**config.mk**
```make
export PLATFORM = sky130hd
export DESIGN_NAME = rcg_gate
export DESIGN_NICKNAME = d
export VERILOG_FILES = /design/src/hdl/rcg_pkg.sv /design/src/hdl/rcg_onset.sv /design/src/hdl/rcg_gate.sv
export SDC_FILE = /design/constraint.sdc
export NUM_CORES = 1
export LEC_CHECK = 0
export ABC_CLOCK_PERIOD_IN_PS = 1850
export BUFFER_PORTS_ARGS = -buffer_cell sky130_fd_sc_hd__buf_2
export CORE_MARGIN = 2
export CORE_UTILIZATION = 50
export DETAILED_ROUTE_END_ITERATION = 10
export GPL_TIMING_DRIVEN = 0
export PLACE_DENSITY = 0.8
export SYNTH_ARGS = -nofsm -noshare
export SYNTH_HDL_FRONTEND = slang
export SYNTH_SLANG_ARGS = --single-unit
```
**constraint.sdc**
```tcl
create_clock -name clk -period 1.85 [get_ports clk]
set_input_delay 0.0925 -clock clk [delete_from_list [all_inputs] [get_ports clk]]
set_output_delay 0.0925 -clock clk [all_outputs]
set_load 0.1 [all_outputs]
```
**src/hdl/rcg_pkg.sv**
```systemverilog
// Purpose: Shared constants for the remote input command gate
// Assumes: Input bit map follows the initial remote assignment
// Notes:   Unassigned functions use RCG_UNSET as their bit index
package rcg_pkg;
   localparam int RCG_IN_W        = 24;
   localparam int RCG_SEL_W       = 6;
   localparam int RCG_SYNC_STAGES = 2;
   localparam logic [4:0] RCG_UNSET = 5'h1f;
   // Default input bit positions
   localparam logic [4:0] RCG_BIT_START = 5'h00;
   localparam logic [4:0] RCG_BIT_SEL1  = 5'h01;
   localparam logic [4:0] RCG_BIT_SEL2  = 5'h02;
   localparam logic [4:0] RCG_BIT_SEL4  = 5'h03;
   localparam logic [4:0] RCG_BIT_SEL8  = 5'h1f;
   localparam logic [4:0] RCG_BIT_SEL16 = 5'h1f;
   localparam logic [4:0] RCG_BIT_SEL32 = 5'h1f;
   localparam logic [4:0] RCG_BIT_STOP  = 5'h04;
   localparam logic [4:0] RCG_BIT_PAUSE = 5'h05;
   localparam logic [4:0] RCG_BIT_CONT  = 5'h06;
   localparam logic [4:0] RCG_BIT_RESET = 5'h07;
   localparam logic [4:0] RCG_BIT_FORCE = 5'h1f;
   // Remote outputs occupy output bits 0 to 7 after reset
   localparam logic [4:0] RCG_OUT_BASE  = 5'h00;
   // Interrupt status bit positions
   localparam int RCG_EV_START  = 0;
   localparam int RCG_EV_STOP   = 1;
   localparam int RCG_EV_PAUSE  = 2;
   localparam int RCG_EV_CONT   = 3;
   localparam int RCG_EV_RESET  = 4;
   localparam int RCG_EV_FORCE  = 5;
   localparam int RCG_EV_DROP   = 6;
   localparam int RCG_EV_W      = 7;
   // Register offsets
   localparam logic [3:0] RCG_REG_CTRL   = 4'h0;
   localparam logic [3:0] RCG_REG_STAT   = 4'h1;
   localparam logic [3:0] RCG_REG_IRQ    = 4'h2;
   localparam logic [3:0] RCG_REG_MASK   = 4'h3;
   localparam logic [3:0] RCG_REG_ROUT   = 4'h4;
   localparam logic [3:0] RCG_REG_FMAP   = 4'h5;
   // Control register fields
   localparam int RCG_CTRL_ASSIGN  = 0;
   localparam int RCG_CTRL_REMSRC  = 1;
   localparam int RCG_CTRL_FPREF   = 2;
   localparam logic [7:0] RCG_CTRL_RST = 8'h00;
   localparam logic [7:0] RCG_MASK_RST = 8'h00;
   typedef enum logic [1:0] {
      RCG_FP_IDLE  = 2'b00,
      RCG_FP_HOLD  = 2'b01
   } rcg_fp_state_t;
endpackage

```
**src/hdl/rcg_onset.sv**
```systemverilog
// Purpose: Two-stage synchroniser with rising edge strobe per input
// Assumes: Inputs are asynchronous pins
// Notes:   First stage feeds only the second stage
`timescale 1ns/10ps
`default_nettype none
module rcg_onset (
   input  wire logic                        clk,     // System clock
   input  wire logic                        reset_n, // Async reset, low
   input  wire logic [rcg_pkg::RCG_IN_W-1:0] pin_in,  // Raw pins
   output logic      [rcg_pkg::RCG_IN_W-1:0] level,   // Synced level
   output logic      [rcg_pkg::RCG_IN_W-1:0] onset    // One-cycle rise
);
   logic [rcg_pkg::RCG_IN_W-1:0] meta;
   logic [rcg_pkg::RCG_IN_W-1:0] sync;
   logic [rcg_pkg::RCG_IN_W-1:0] prev;

   always_ff @(posedge clk or negedge reset_n) begin
      if (!reset_n) begin
         meta <= '0;
         sync <= '0;
         prev <= '0;
      end else begin
         meta <= pin_in;
         sync <= meta;
         prev <= sync;
      end
   end

   assign level = sync;
   assign onset = sync & ~prev;
endmodule
`default_nettype wire

```
**src/hdl/rcg_gate.sv**
```systemverilog
// Purpose: Remote input command gate: qualifies remote commands
// Assumes: Status inputs come from controller logic on clk
// Notes:   Register port: addr, wdata, wr, rd, rdata one cycle later
//
// Contract
// - Remote inputs and outputs start on general bits 0 to 7.
// - Commands need assignment and remote source; then remote-active is high.
// - Non-select inputs act on onset only if conditions hold then.
// - After an error only reset is accepted until cleared.
// - Start launches selected routine when ready, no fault, no pause/stop.
// - Six weighted select bits form the routine number.
// - Stop halts all tasks with only the general condition.
// - Pause suspends tasks only while task-executing is high.
// - Continue resumes when suspended and pause and stop low.
// - Reset clears halt and error, only while ready.
// - Forced reduced power is accepted any time.
// - While forced, run low power and reject high power requests.
// - On forced onset, stop or suspend tasks by stored preference.
// - All other commands also need remote-active high.
//
// Our own choices: the register offsets and the plain strobed port.
`timescale 1ns/10ps
`default_nettype none
module rcg_gate (
   input  wire logic                          clk,            // 250 MHz clock
   input  wire logic                          reset_n,        // Async reset, low
   input  wire logic [rcg_pkg::RCG_IN_W-1:0]  gp_in,          // General input pins
   input  wire logic                          ready,          // Ready status
   input  wire logic                          task_running,   // Tasks executing
   input  wire logic                          task_paused,    // Tasks suspended
   input  wire logic                          error_active,   // Error state
   input  wire logic                          emergency_halt_active, // Halt state
   input  wire logic                          guard_open_active,     // Guard open
   input  wire logic                          high_power_req, // Power high request
   input  wire logic [3:0]                    reg_addr,       // Register address
   input  wire logic [7:0]                    reg_wdata,      // Write data
   input  wire logic                          reg_wr,         // Write strobe
   input  wire logic                          reg_rd,         // Read strobe
   output logic      [7:0]                    reg_rdata,      // Read data
   output logic                               remote_active_flag, // Remote accepted
   output logic                               cmd_start,      // Start pulse
   output logic      [rcg_pkg::RCG_SEL_W-1:0] routine_select_bits, // Routine number
   output logic                               cmd_stop,       // Stop pulse
   output logic                               cmd_pause,      // Pause pulse
   output logic                               cmd_continue,   // Continue pulse
   output logic                               cmd_reset,      // Error reset pulse
   output logic                               forced_reduced_drive, // Low power hold
   output logic                               high_power_grant, // Power high allowed
   output logic                               irq             // Interrupt level
);
   logic [rcg_pkg::RCG_IN_W-1:0] lvl;
   logic [rcg_pkg::RCG_IN_W-1:0] ons;
   logic [7:0]                   ctrl;
   logic [7:0]                   mask;
   logic [rcg_pkg::RCG_EV_W-1:0] irq_stat;
   logic [rcg_pkg::RCG_EV_W-1:0] ev;
   rcg_pkg::rcg_fp_state_t       fp_state;
   rcg_pkg::rcg_fp_state_t       next_fp_state;
   logic                         rem_ok;
   logic                         fault;
   logic                         ok_start;
   logic                         ok_stop;
   logic                         ok_pause;
   logic                         ok_cont;
   logic                         ok_reset;
   logic                         on_start;
   logic                         on_stop;
   logic                         on_pause;
   logic                         on_cont;
   logic                         on_reset;
   logic                         on_force;
   logic                         in_pause;
   logic                         in_stop;
   logic                         in_force;
   logic                         dropped;
   logic [4:0]                   force_bit;

   // Pick one mapped bit; unassigned reads as low
   function automatic logic pick(input logic [rcg_pkg::RCG_IN_W-1:0] v,
                                 input logic [4:0] idx);
      pick = (idx == rcg_pkg::RCG_UNSET || idx >= 5'(rcg_pkg::RCG_IN_W)) ? 1'b0 : v[idx];
   endfunction

   rcg_onset u_onset (
      .clk     (clk),
      .reset_n (reset_n),
      .pin_in  (gp_in),
      .level   (lvl),
      .onset   (ons)
   );

   // Default map on bits 0 to 7
   assign on_start = pick(ons, rcg_pkg::RCG_BIT_START);
   assign on_stop  = pick(ons, rcg_pkg::RCG_BIT_STOP);
   assign on_pause = pick(ons, rcg_pkg::RCG_BIT_PAUSE);
   assign on_cont  = pick(ons, rcg_pkg::RCG_BIT_CONT);
   assign on_reset = pick(ons, rcg_pkg::RCG_BIT_RESET);
   // Forced input bit is software mapped, unset after reset
   assign on_force = pick(ons, force_bit);
   assign in_pause = pick(lvl, rcg_pkg::RCG_BIT_PAUSE);
   assign in_stop  = pick(lvl, rcg_pkg::RCG_BIT_STOP);
   assign in_force = pick(lvl, force_bit);

   // Remote source gate
   assign rem_ok = ctrl[rcg_pkg::RCG_CTRL_ASSIGN] & ctrl[rcg_pkg::RCG_CTRL_REMSRC];
   assign fault  = error_active;

   // Commands wait for the remote-active output itself
   assign ok_start = remote_active_flag & ~fault & ready & ~emergency_halt_active
                     & ~guard_open_active & ~in_pause & ~in_stop;
   assign ok_stop  = remote_active_flag & ~fault;
   assign ok_pause = remote_active_flag & ~fault & task_running;
   assign ok_cont  = remote_active_flag & ~fault & task_paused & ~in_pause
                     & ~in_stop;
   assign ok_reset = remote_active_flag & ready;

   // Unqualified onsets counted as dropped
   assign dropped = (on_start & ~ok_start) | (on_stop & ~ok_stop) | (on_pause & ~ok_pause)
                    | (on_cont & ~ok_cont) | (on_reset & ~ok_reset);

   always_ff @(posedge clk or negedge reset_n) begin
      if (!reset_n) begin
         remote_active_flag <= 1'b0;
      end else begin
         remote_active_flag <= rem_ok;
      end
   end

   // Command pulses act on onset only, never pending
   always_ff @(posedge clk or negedge reset_n) begin
      if (!reset_n) begin
         cmd_start    <= 1'b0;
         cmd_pause    <= 1'b0;
         cmd_continue <= 1'b0;
         cmd_reset    <= 1'b0;
      end else begin
         cmd_start    <= on_start & ok_start;
         cmd_pause    <= (on_pause & ok_pause)
                         | (on_force & ctrl[rcg_pkg::RCG_CTRL_FPREF]);
         cmd_continue <= on_cont & ok_cont;
         cmd_reset    <= on_reset & ok_reset;
      end
   end

   always_ff @(posedge clk or negedge reset_n) begin
      if (!reset_n) begin
         cmd_stop <= 1'b0;
      end else begin
         cmd_stop <= (on_stop & ok_stop)
                     | (on_force & ~ctrl[rcg_pkg::RCG_CTRL_FPREF]);
      end
   end

   // Routine number latched with start
   always_ff @(posedge clk or negedge reset_n) begin
      if (!reset_n) begin
         routine_select_bits <= '0;
      end else if (on_start & ok_start) begin
         routine_select_bits <= {pick(lvl, rcg_pkg::RCG_BIT_SEL32),
                                 pick(lvl, rcg_pkg::RCG_BIT_SEL16),
                                 pick(lvl, rcg_pkg::RCG_BIT_SEL8),
                                 pick(lvl, rcg_pkg::RCG_BIT_SEL4),
                                 pick(lvl, rcg_pkg::RCG_BIT_SEL2),
                                 pick(lvl, rcg_pkg::RCG_BIT_SEL1)};
      end
   end

   // Forced reduced power, no remote gate
   always_comb begin
      unique case (fp_state)
         rcg_pkg::RCG_FP_IDLE: next_fp_state = in_force ? rcg_pkg::RCG_FP_HOLD
                                                         : rcg_pkg::RCG_FP_IDLE;
         rcg_pkg::RCG_FP_HOLD: next_fp_state = in_force ? rcg_pkg::RCG_FP_HOLD
                                                         : rcg_pkg::RCG_FP_IDLE;
         default:              next_fp_state = rcg_pkg::RCG_FP_IDLE;
      endcase
   end

   always_ff @(posedge clk or negedge reset_n) begin
      if (!reset_n) begin
         fp_state <= rcg_pkg::RCG_FP_IDLE;
      end else begin
         fp_state <= next_fp_state;
      end
   end

   always_ff @(posedge clk or negedge reset_n) begin
      if (!reset_n) begin
         forced_reduced_drive <= 1'b0;
         high_power_grant     <= 1'b0;
      end else begin
         forced_reduced_drive <= (next_fp_state == rcg_pkg::RCG_FP_HOLD);
         high_power_grant     <= high_power_req & ~in_force;
      end
   end

   // Events for interrupt status
   always_comb begin
      ev = '0;
      ev[rcg_pkg::RCG_EV_START] = on_start & ok_start;
      ev[rcg_pkg::RCG_EV_STOP]  = on_stop & ok_stop;
      ev[rcg_pkg::RCG_EV_PAUSE] = on_pause & ok_pause;
      ev[rcg_pkg::RCG_EV_CONT]  = on_cont & ok_cont;
      ev[rcg_pkg::RCG_EV_RESET] = on_reset & ok_reset;
      ev[rcg_pkg::RCG_EV_FORCE] = on_force;
      ev[rcg_pkg::RCG_EV_DROP]  = dropped;
   end

   // Control and mask registers
   always_ff @(posedge clk or negedge reset_n) begin
      if (!reset_n) begin
         ctrl <= rcg_pkg::RCG_CTRL_RST;
         mask <= rcg_pkg::RCG_MASK_RST;
         force_bit <= rcg_pkg::RCG_BIT_FORCE;
      end else if (reg_wr) begin
         if (reg_addr == rcg_pkg::RCG_REG_CTRL) begin
            ctrl <= reg_wdata;
         end
         if (reg_addr == rcg_pkg::RCG_REG_MASK) begin
            mask <= reg_wdata;
         end
         if (reg_addr == rcg_pkg::RCG_REG_FMAP) begin
            force_bit <= reg_wdata[4:0];
         end
      end
   end

   // Sticky status, set wins over write-one-clear
   always_ff @(posedge clk or negedge reset_n) begin
      if (!reset_n) begin
         irq_stat <= '0;
      end else begin
         irq_stat <= (irq_stat & ~((reg_wr && reg_addr == rcg_pkg::RCG_REG_IRQ)
                                   ? reg_wdata[rcg_pkg::RCG_EV_W-1:0] : '0)) | ev;
      end
   end

   assign irq = |(irq_stat & mask[rcg_pkg::RCG_EV_W-1:0]);

   // Read data one cycle after strobe
   always_ff @(posedge clk or negedge reset_n) begin
      if (!reset_n) begin
         reg_rdata <= 8'h00;
      end else if (reg_rd) begin
         unique case (reg_addr)
            rcg_pkg::RCG_REG_CTRL: reg_rdata <= ctrl;
            rcg_pkg::RCG_REG_STAT: reg_rdata <= {1'b0, in_force, error_active,
                                                 emergency_halt_active, guard_open_active,
                                                 task_paused, task_running,
                                                 remote_active_flag};
            rcg_pkg::RCG_REG_IRQ:  reg_rdata <= {1'b0, irq_stat};
            rcg_pkg::RCG_REG_MASK: reg_rdata <= mask;
            rcg_pkg::RCG_REG_ROUT: reg_rdata <= {3'h0, rcg_pkg::RCG_OUT_BASE};
            rcg_pkg::RCG_REG_FMAP: reg_rdata <= {3'h0, force_bit};
            default:               reg_rdata <= 8'h00;
         endcase
      end else begin
         reg_rdata <= 8'h00;
      end
   end
endmodule
`default_nettype wire

```
==> results of run 1 <==
timing repair:
| item | CTS | global route |
|---|---|---|
| buffers inserted | 1 | 6 |
| resized for setup | 21 | 10 |
| hold buffers | 43 | 0 |
| endpoints found under the setup margin | 8 | 24 |
| cloned | 1 | 1 |
| hold endpoints to repair | 105 | 0 |
| pin swaps | 6 | 9 |
report_power, final:
part	switching, mW	leakage [nW]	internal (mW)
clock network	1.28	0.273	1.84
logic	0.932	1.15	0.631
registers	0.196	1.43	2.88
worst paths after layout:
check,from,end,depth (start not counted)
max reg2reg,force_bit[0],cmd_stop,5
min in group asynchronous,reset_n,high_power_grant,2
min,reg_addr[0],reg_rdata[5],4
max in group asynchronous,reset_n,u_onset.meta[5],3
min reg2reg,u_onset.meta[5],u_onset.level[5],0
max,force_bit[0],cmd_stop,5
cell usage after synthesis, types with 2 or more instances:
master       n
and2_1       2
o21ai_0      2
a21o_1       6
a311oi_1     2
buf_4        5
nor2_1      15
buf_2        3
clkbuf_1     4
nand3b_1     3
a222oi_1     6
nand2_1     21
a32oi_1      2
nand2b_1    14
dfstp_2      5
nand3_1      6
nand4_1      3
dfrtp_1    114
a21oi_1      7
o2111ai_1    3
mux4_2       2
and3_1       2
mux2i_1     11
mux2_2      24
a22oi_1     11
nor3b_1      2
nor2b_1      4
inv_1       11
nor3_1       2
logic make-up after synthesis:
logic type | count (synthesis) | synth area share
other cells | 1 | 0.000843
buf+inv | 24 | 0.0270
flops | 119 | 0.671
simple gates | 82 | 0.104
compound gates | 52 | 0.0962
mux | 38 | 0.101
metal layers:
layer,wire [um],part of all wire,global-route usage,vias to the layer above
li1,-,-,-,1419
met1,4220,0.41,0.282,1563
met2,4960,0.49,0.332,156
met3,698,0.068,0.0666,32
met4,323,0.032,0.129,0
met5,0,0,0,-
worst register-to-register path, delay by kind of cell, from the launching register on:
| family | cells | cell delay [ps] |
|---|---|---|
| AOI/OAI and AO/OA | 3 | 720 |
| buffers and inverters | 1 | 130 |
| DFF | 1 | 580 |
| muxes | 1 | 500 |
sequential cells by signal, indices dropped and copies added (netlist names):
register / cells
force_bit: 5
remote_active_flag: 1
routine_select_bits: 3
reg_rdata: 8
forced_reduced_drive: 1
ctrl: 8
mask: 8
u_onset.level: 24
cmd_stop: 1
u_onset.meta: 24
cmd_pause: 1
irq_stat: 7
cmd_reset: 1
cmd_start: 1
cmd_continue: 1
u_onset.prev: 24
high_power_grant: 1
layout make-up:
cell class / count / share of cell area
Clock buffer: 17 / 0.0672
Sequential cell: 119 / 0.485
Clock inverter: 15 / 0.0262
Inverter: 11 / 0.00670
Multi-Input combinational cell: 175 / 0.233
Buffer: 12 / 0.0175
Timing Repair Buffer: 118 / 0.143
Tap cell: 108 / 0.0219
through the flow:
step	std cells	total power, mW	worst slack [ps]	cell area [um2]
3_5_place_dp	492	4.38	-241	4960
6_report	575	7.76	-150	6160
4_1_cts	568	7.69	-145	6040
2_1_floorplan	318	4.01	17.0	4470
3_3_place_gp	491	4.32	-950	4930
5_1_grt	575	8.07	-207	6160
==> flow_summary_export.csv, run 1 <==
group,metric,value,unit
sta,slew-limit-headroom,0.520,
yosys,synth_edf_count,0,
critical_path,cp.required,2300,ps
routing,firstDrtPassIters,5,
sta,min_period,2000,ps
critical_path,startpoint_type,"flip-flop",
grt,grt_pass1_vias,3253,
yosys,synthCells,316,
cells_and_area,layout_commonest_cell,"dfrtp_1",
critical_path,cp_slowest_stage_delay,580,ps
routing,vias_per_cell,5.51,
cells_and_area,final_layout_size_suffix_gt1_frac,0.360,
critical_path,worst_setup_path_end_kind,"flip-flop",
yosys,synth_flop_cell,"dfrtp_1",
clocking,clockBufferDepth,2,
flow_run,maxCapViolations,0,
power_and_ir_drop,p_per_area,1260,mW/mm2
cells_and_area,nNetsFinal,501,
yosys,synth.area.top_cells,"dfrtp_1, mux2_2, dfstp_2",
floorplanning,die_area,0.00967,mm2
floorplanning,core,0.00868,mm2
sta,holdWs,78.1,ps
yosys,synth_top_area_cell,"dfrtp_1",
critical_path,crit_chain,"buf_6, mux4_2, a32o_2, a2111oi_4, a21bo_1",
placed_design,place_hpwl,6100,um
grt,grt_overflow_total,0,
routing,drt-initial-drc-count,219,
clocking,numClockSinks,119,
routing,drc,0,
clocking,htreeDepth,4,
sta,fin_tns_setup,-594,ps
clocking,cts_buffers,17,
floorplanning,die_w,98.3,um
worst_hold_path,hold_class,"input port to flip-flop",
cells_and_area,num_antenna_cells,0,
grt,grt_pass1_wl,16100,um
critical_path,critPathTopFamily,"compound AO/OA/AOI/OAI gates",
placed_design,portBuffers,65,
routing,wl,10200,um
cells_and_area,mostFrequentLayoutCells,"dfrtp_1, buf_2, dlygate4sd3_1, mux2_2, nand2_1",
sta,rsz0062_at_grt,"true",
sta,setup_violations,6,
clocking,cts.clk_slew.worst_paths,60,ps
placed_design,place.gp.congestion,0.857,
cells_and_area,syn_to_final_growth,38.4,%
critical_path,path_buf_inv,1,
cells_and_area,regArea,0.00299,mm2
clocking,clk_latency,510,ps
cells_and_area,n_fill_cell,559,
yosys,ys_types,52,
sta,worst_slew_pin_slew,714,ps
sta,fin_skew,10.3,ps
routing,vias,3170,
clocking,cts-root-buf,"clkbuf_8",
yosys,synthDominantCellAreaShare,0.641,
yosys,synth_warnings,0,
yosys,ys_seq_area_frac,0.671,
critical_path,rrSetupSlack,-150,ps
outcome,status,"finished with violations",
critical_path,path_class,"flip-flop to flip-flop",
power_and_ir_drop,vdd_drop_max,0.000798,V
cells_and_area,final_util,0.710,
floorplanning,fp-row-count,34,
floorplanning,dieHeight,98.3,um
power_and_ir_drop,power_leakage,2.85,nW
grt,antenna_found_initial,0,
critical_path,path_max_fanout,3,
grt,grt_usage,0.219,
clocking,cts_tree,"built",
grt,grt_max_degree,76,
sta,max_freq,500,MHz
floorplanning,ioPinCount,70,
outcome,violations,"setup timing",
floorplanning,initial_core_util,0.513,
cells_and_area,multi_input_area,0.00143,mm2
yosys,avgSynthCellArea,14.1,um2
yosys,synth-seq-cells,119,
sta,hold_viol,0,
sta,final.period_utilization,1.08,
routing,ant_nets,0,
sta,fin_ws,-150,ps
sta,drv_slew,0,
yosys,async_flop_share,1.00,
critical_path,critPathSlowestCell,"dfstp_2",
critical_path,critPathArrivalTime,2450,ps
yosys,syn_area,0.00445,mm2
routing,wl_per_cell,17.7,um
No activity file was read; power rests on OpenSTA's default activity.
==> run 2: changes to the inputs <==
--- a/config.mk
+++ b/config.mk
@@ -12,6 +12,7 @@
 export DETAILED_ROUTE_END_ITERATION = 10
 export GPL_TIMING_DRIVEN = 0
 export PLACE_DENSITY = 0.8
+export SETUP_SLACK_MARGIN = 0.15
 export SYNTH_ARGS = -nofsm -noshare
 export SYNTH_HDL_FRONTEND = slang
 export SYNTH_SLANG_ARGS = --single-unit
==> flow_summary_export.csv, run 2 (synthesis results as in run 1) <==
group,metric,value,unit
routing,vias,3170,
critical_path,critPathArrivalTime,2420,ps
critical_path,path_class,"flip-flop to flip-flop",
clocking,clk_latency,520,ps
power_and_ir_drop,p_clk_frac,0.404,
power_and_ir_drop,vdd_drop_max,0.000936,V
cells_and_area,final_util,0.713,
placed_design,place_hpwl,6250,um
cells_and_area,fin_area,0.00619,mm2
critical_path,worst_setup_path_end_kind,"flip-flop",
floorplanning,ioPinCount,70,
routing,firstDrtPassIters,6,
sta,max_freq,498,MHz
cells_and_area,n_fill_cell,596,
critical_path,startpoint_type,"flip-flop",
routing,drc,0,
clocking,cts_tree,"built",
sta,setup_violations,6,
placed_design,place.gp.congestion,0.918,
grt,grt_usage,0.231,
sta,final.period_utilization,1.09,
floorplanning,dieHeight,98.3,um
cells_and_area,syn_to_final_growth,39.0,%
cells_and_area,nNetsFinal,502,
sta,min_period,2010,ps
cells_and_area,regArea,0.00299,mm2
grt,antenna_found_initial,0,
power_and_ir_drop,power_leakage,2.87,nW
clocking,cts.clk_slew.worst_paths,60,ps
power_and_ir_drop,comb_power_share,0.204,
power_and_ir_drop,p_int,5.34,mW
clocking,clockBufferDepth,2,
sta,drv_slew,0,
grt,grt_pass1_wl,16800,um
placed_design,post_dp_cell_area,0.00503,mm2
routing,wl,10400,um
cells_and_area,multi_input_area,0.00148,mm2
floorplanning,die_w,98.3,um
routing,vias_per_cell,5.50,
floorplanning,core,0.00868,mm2
sta,rsz0062_at_grt,"true",
cells_and_area,final_layout_size_suffix_gt1_frac,0.376,
outcome,violations,"setup timing",
placed_design,dp.cells,492,
grt,grt_overflow_total,0,
sta,worst_slew_pin_slew,774,ps
grt,grt_max_degree,75,
critical_path,path_max_fanout,9,
sta,hold_viol,0,
floorplanning,fp-row-count,34,
clocking,numClockSinks,119,
sta,fin_skew,9.72,ps
power_and_ir_drop,p_per_area,1260,mW/mm2
clocking,htreeDepth,4,
routing,ant_nets,0,
placed_design,portBuffers,65,
floorplanning,initial_core_util,0.513,
cells_and_area,final_cells,576,
power_and_ir_drop,swShare,0.314,
sta,fin_ws,-158,ps
cells_and_area,num_antenna_cells,0,
cells_and_area,mostFrequentLayoutCells,"dfrtp_1, buf_2, dlygate4sd3_1, nand2_1, mux2_2",
flow_run,maxCapViolations,0,
critical_path,cp.required,2260,ps
routing,wl_per_cell,18.0,um
routing,drt-initial-drc-count,219,
floorplanning,die_area,0.00967,mm2
power_and_ir_drop,power_switching,2.45,mW
power_and_ir_drop,power_frac_seq,0.392,
outcome,status,"finished with violations",
sta,slew-limit-headroom,0.480,
clocking,cts-root-buf,"clkbuf_8",
worst_hold_path,hold_class,"input port to flip-flop",
clocking,cts_buffers,17,
cells_and_area,layout_commonest_cell,"dfrtp_1",
grt,grt_pass1_vias,3295,
## run 2: changes by cell type in the layout (fill, tap and decap cells not counted), moves of 3 or more
cell	before	now
buf_4	10	15
buf_6	4	1
mux2_2	24	21
mux2_4	0	3
## run 2: power groups by stage
stage                     Combinational [mW]  Sequential [mW]  Clock, mW
after floorplan                        0.713             3.33          0
after global placement                  1.30             3.08          0
after detailed placement                1.33             3.09          0
after CTS                               1.53             3.05       3.20
after global routing                    1.68             3.08       3.34
final                                   1.59             3.05       3.15
## run 2: metal layers
metal / global-route usage / wire [um] / share of wire
met1: 0.300 / 4170 / 0.40
met2: 0.363 / 5300 / 0.51
met3: 0.0651 / 633 / 0.061
met4: 0.107 / 246 / 0.024
met5: 0 / 0 / 0
## run 2: layout make-up
type	instances	share of cell area
buffer	13	0.0160
clock buffer	17	0.0669
clock inverter	15	0.0261
inverter	11	0.00667
multi-input combinational	175	0.239
sequential	119	0.483
tap	108	0.0218
timing repair buffer	118	0.140
## run 2: worst paths after layout
check,slack [ps],startpoint,to,cells after the start
setup / recovery,-160,force_bit[0],high_power_grant,8
hold / removal,30,reg_addr[2],reg_rdata[5],4
setup reg to reg,-160,force_bit[0],high_power_grant,8
hold reg to reg,350,u_onset.meta[12],u_onset.level[12],0
max in group asynchronous,940,reset_n,force_bit[4],3
min in group asynchronous,110,reset_n,u_onset.meta[16],2
## run 2: worst max-delay path: stages, from the launching register on
cell	delay, ps
dfstp_2	600
buf_6	160
buf_8	140
buf_4	120
mux2i_1	90
a311oi_1	320
nand3_1	120
and3_4	210
and2_1	130
## run 2: through the flow
step	worst slack, ps	setup TNS (ps)	total power [mW]	hold slack (ps)
after floorplan	69.8	0	4.04	-203
after global placement	-944	-67240	4.38	200
after detailed placement	-210	-1080	4.42	132
after CTS	-172	-641	7.79	18.6
after global routing	-218	-1040	8.10	79.8
final	-158	-683	7.79	31.2
## run 2: timing repair
action / in CTS / in global routing
endpoints found under the setup margin: 10 / 10
setup buffers: 7 / 3
gates cloned: 0 / 0
hold endpoints to repair: 104 / 0
resized for setup: 16 / 8
pin swaps: 4 / 6
hold buffers: 42 / 0
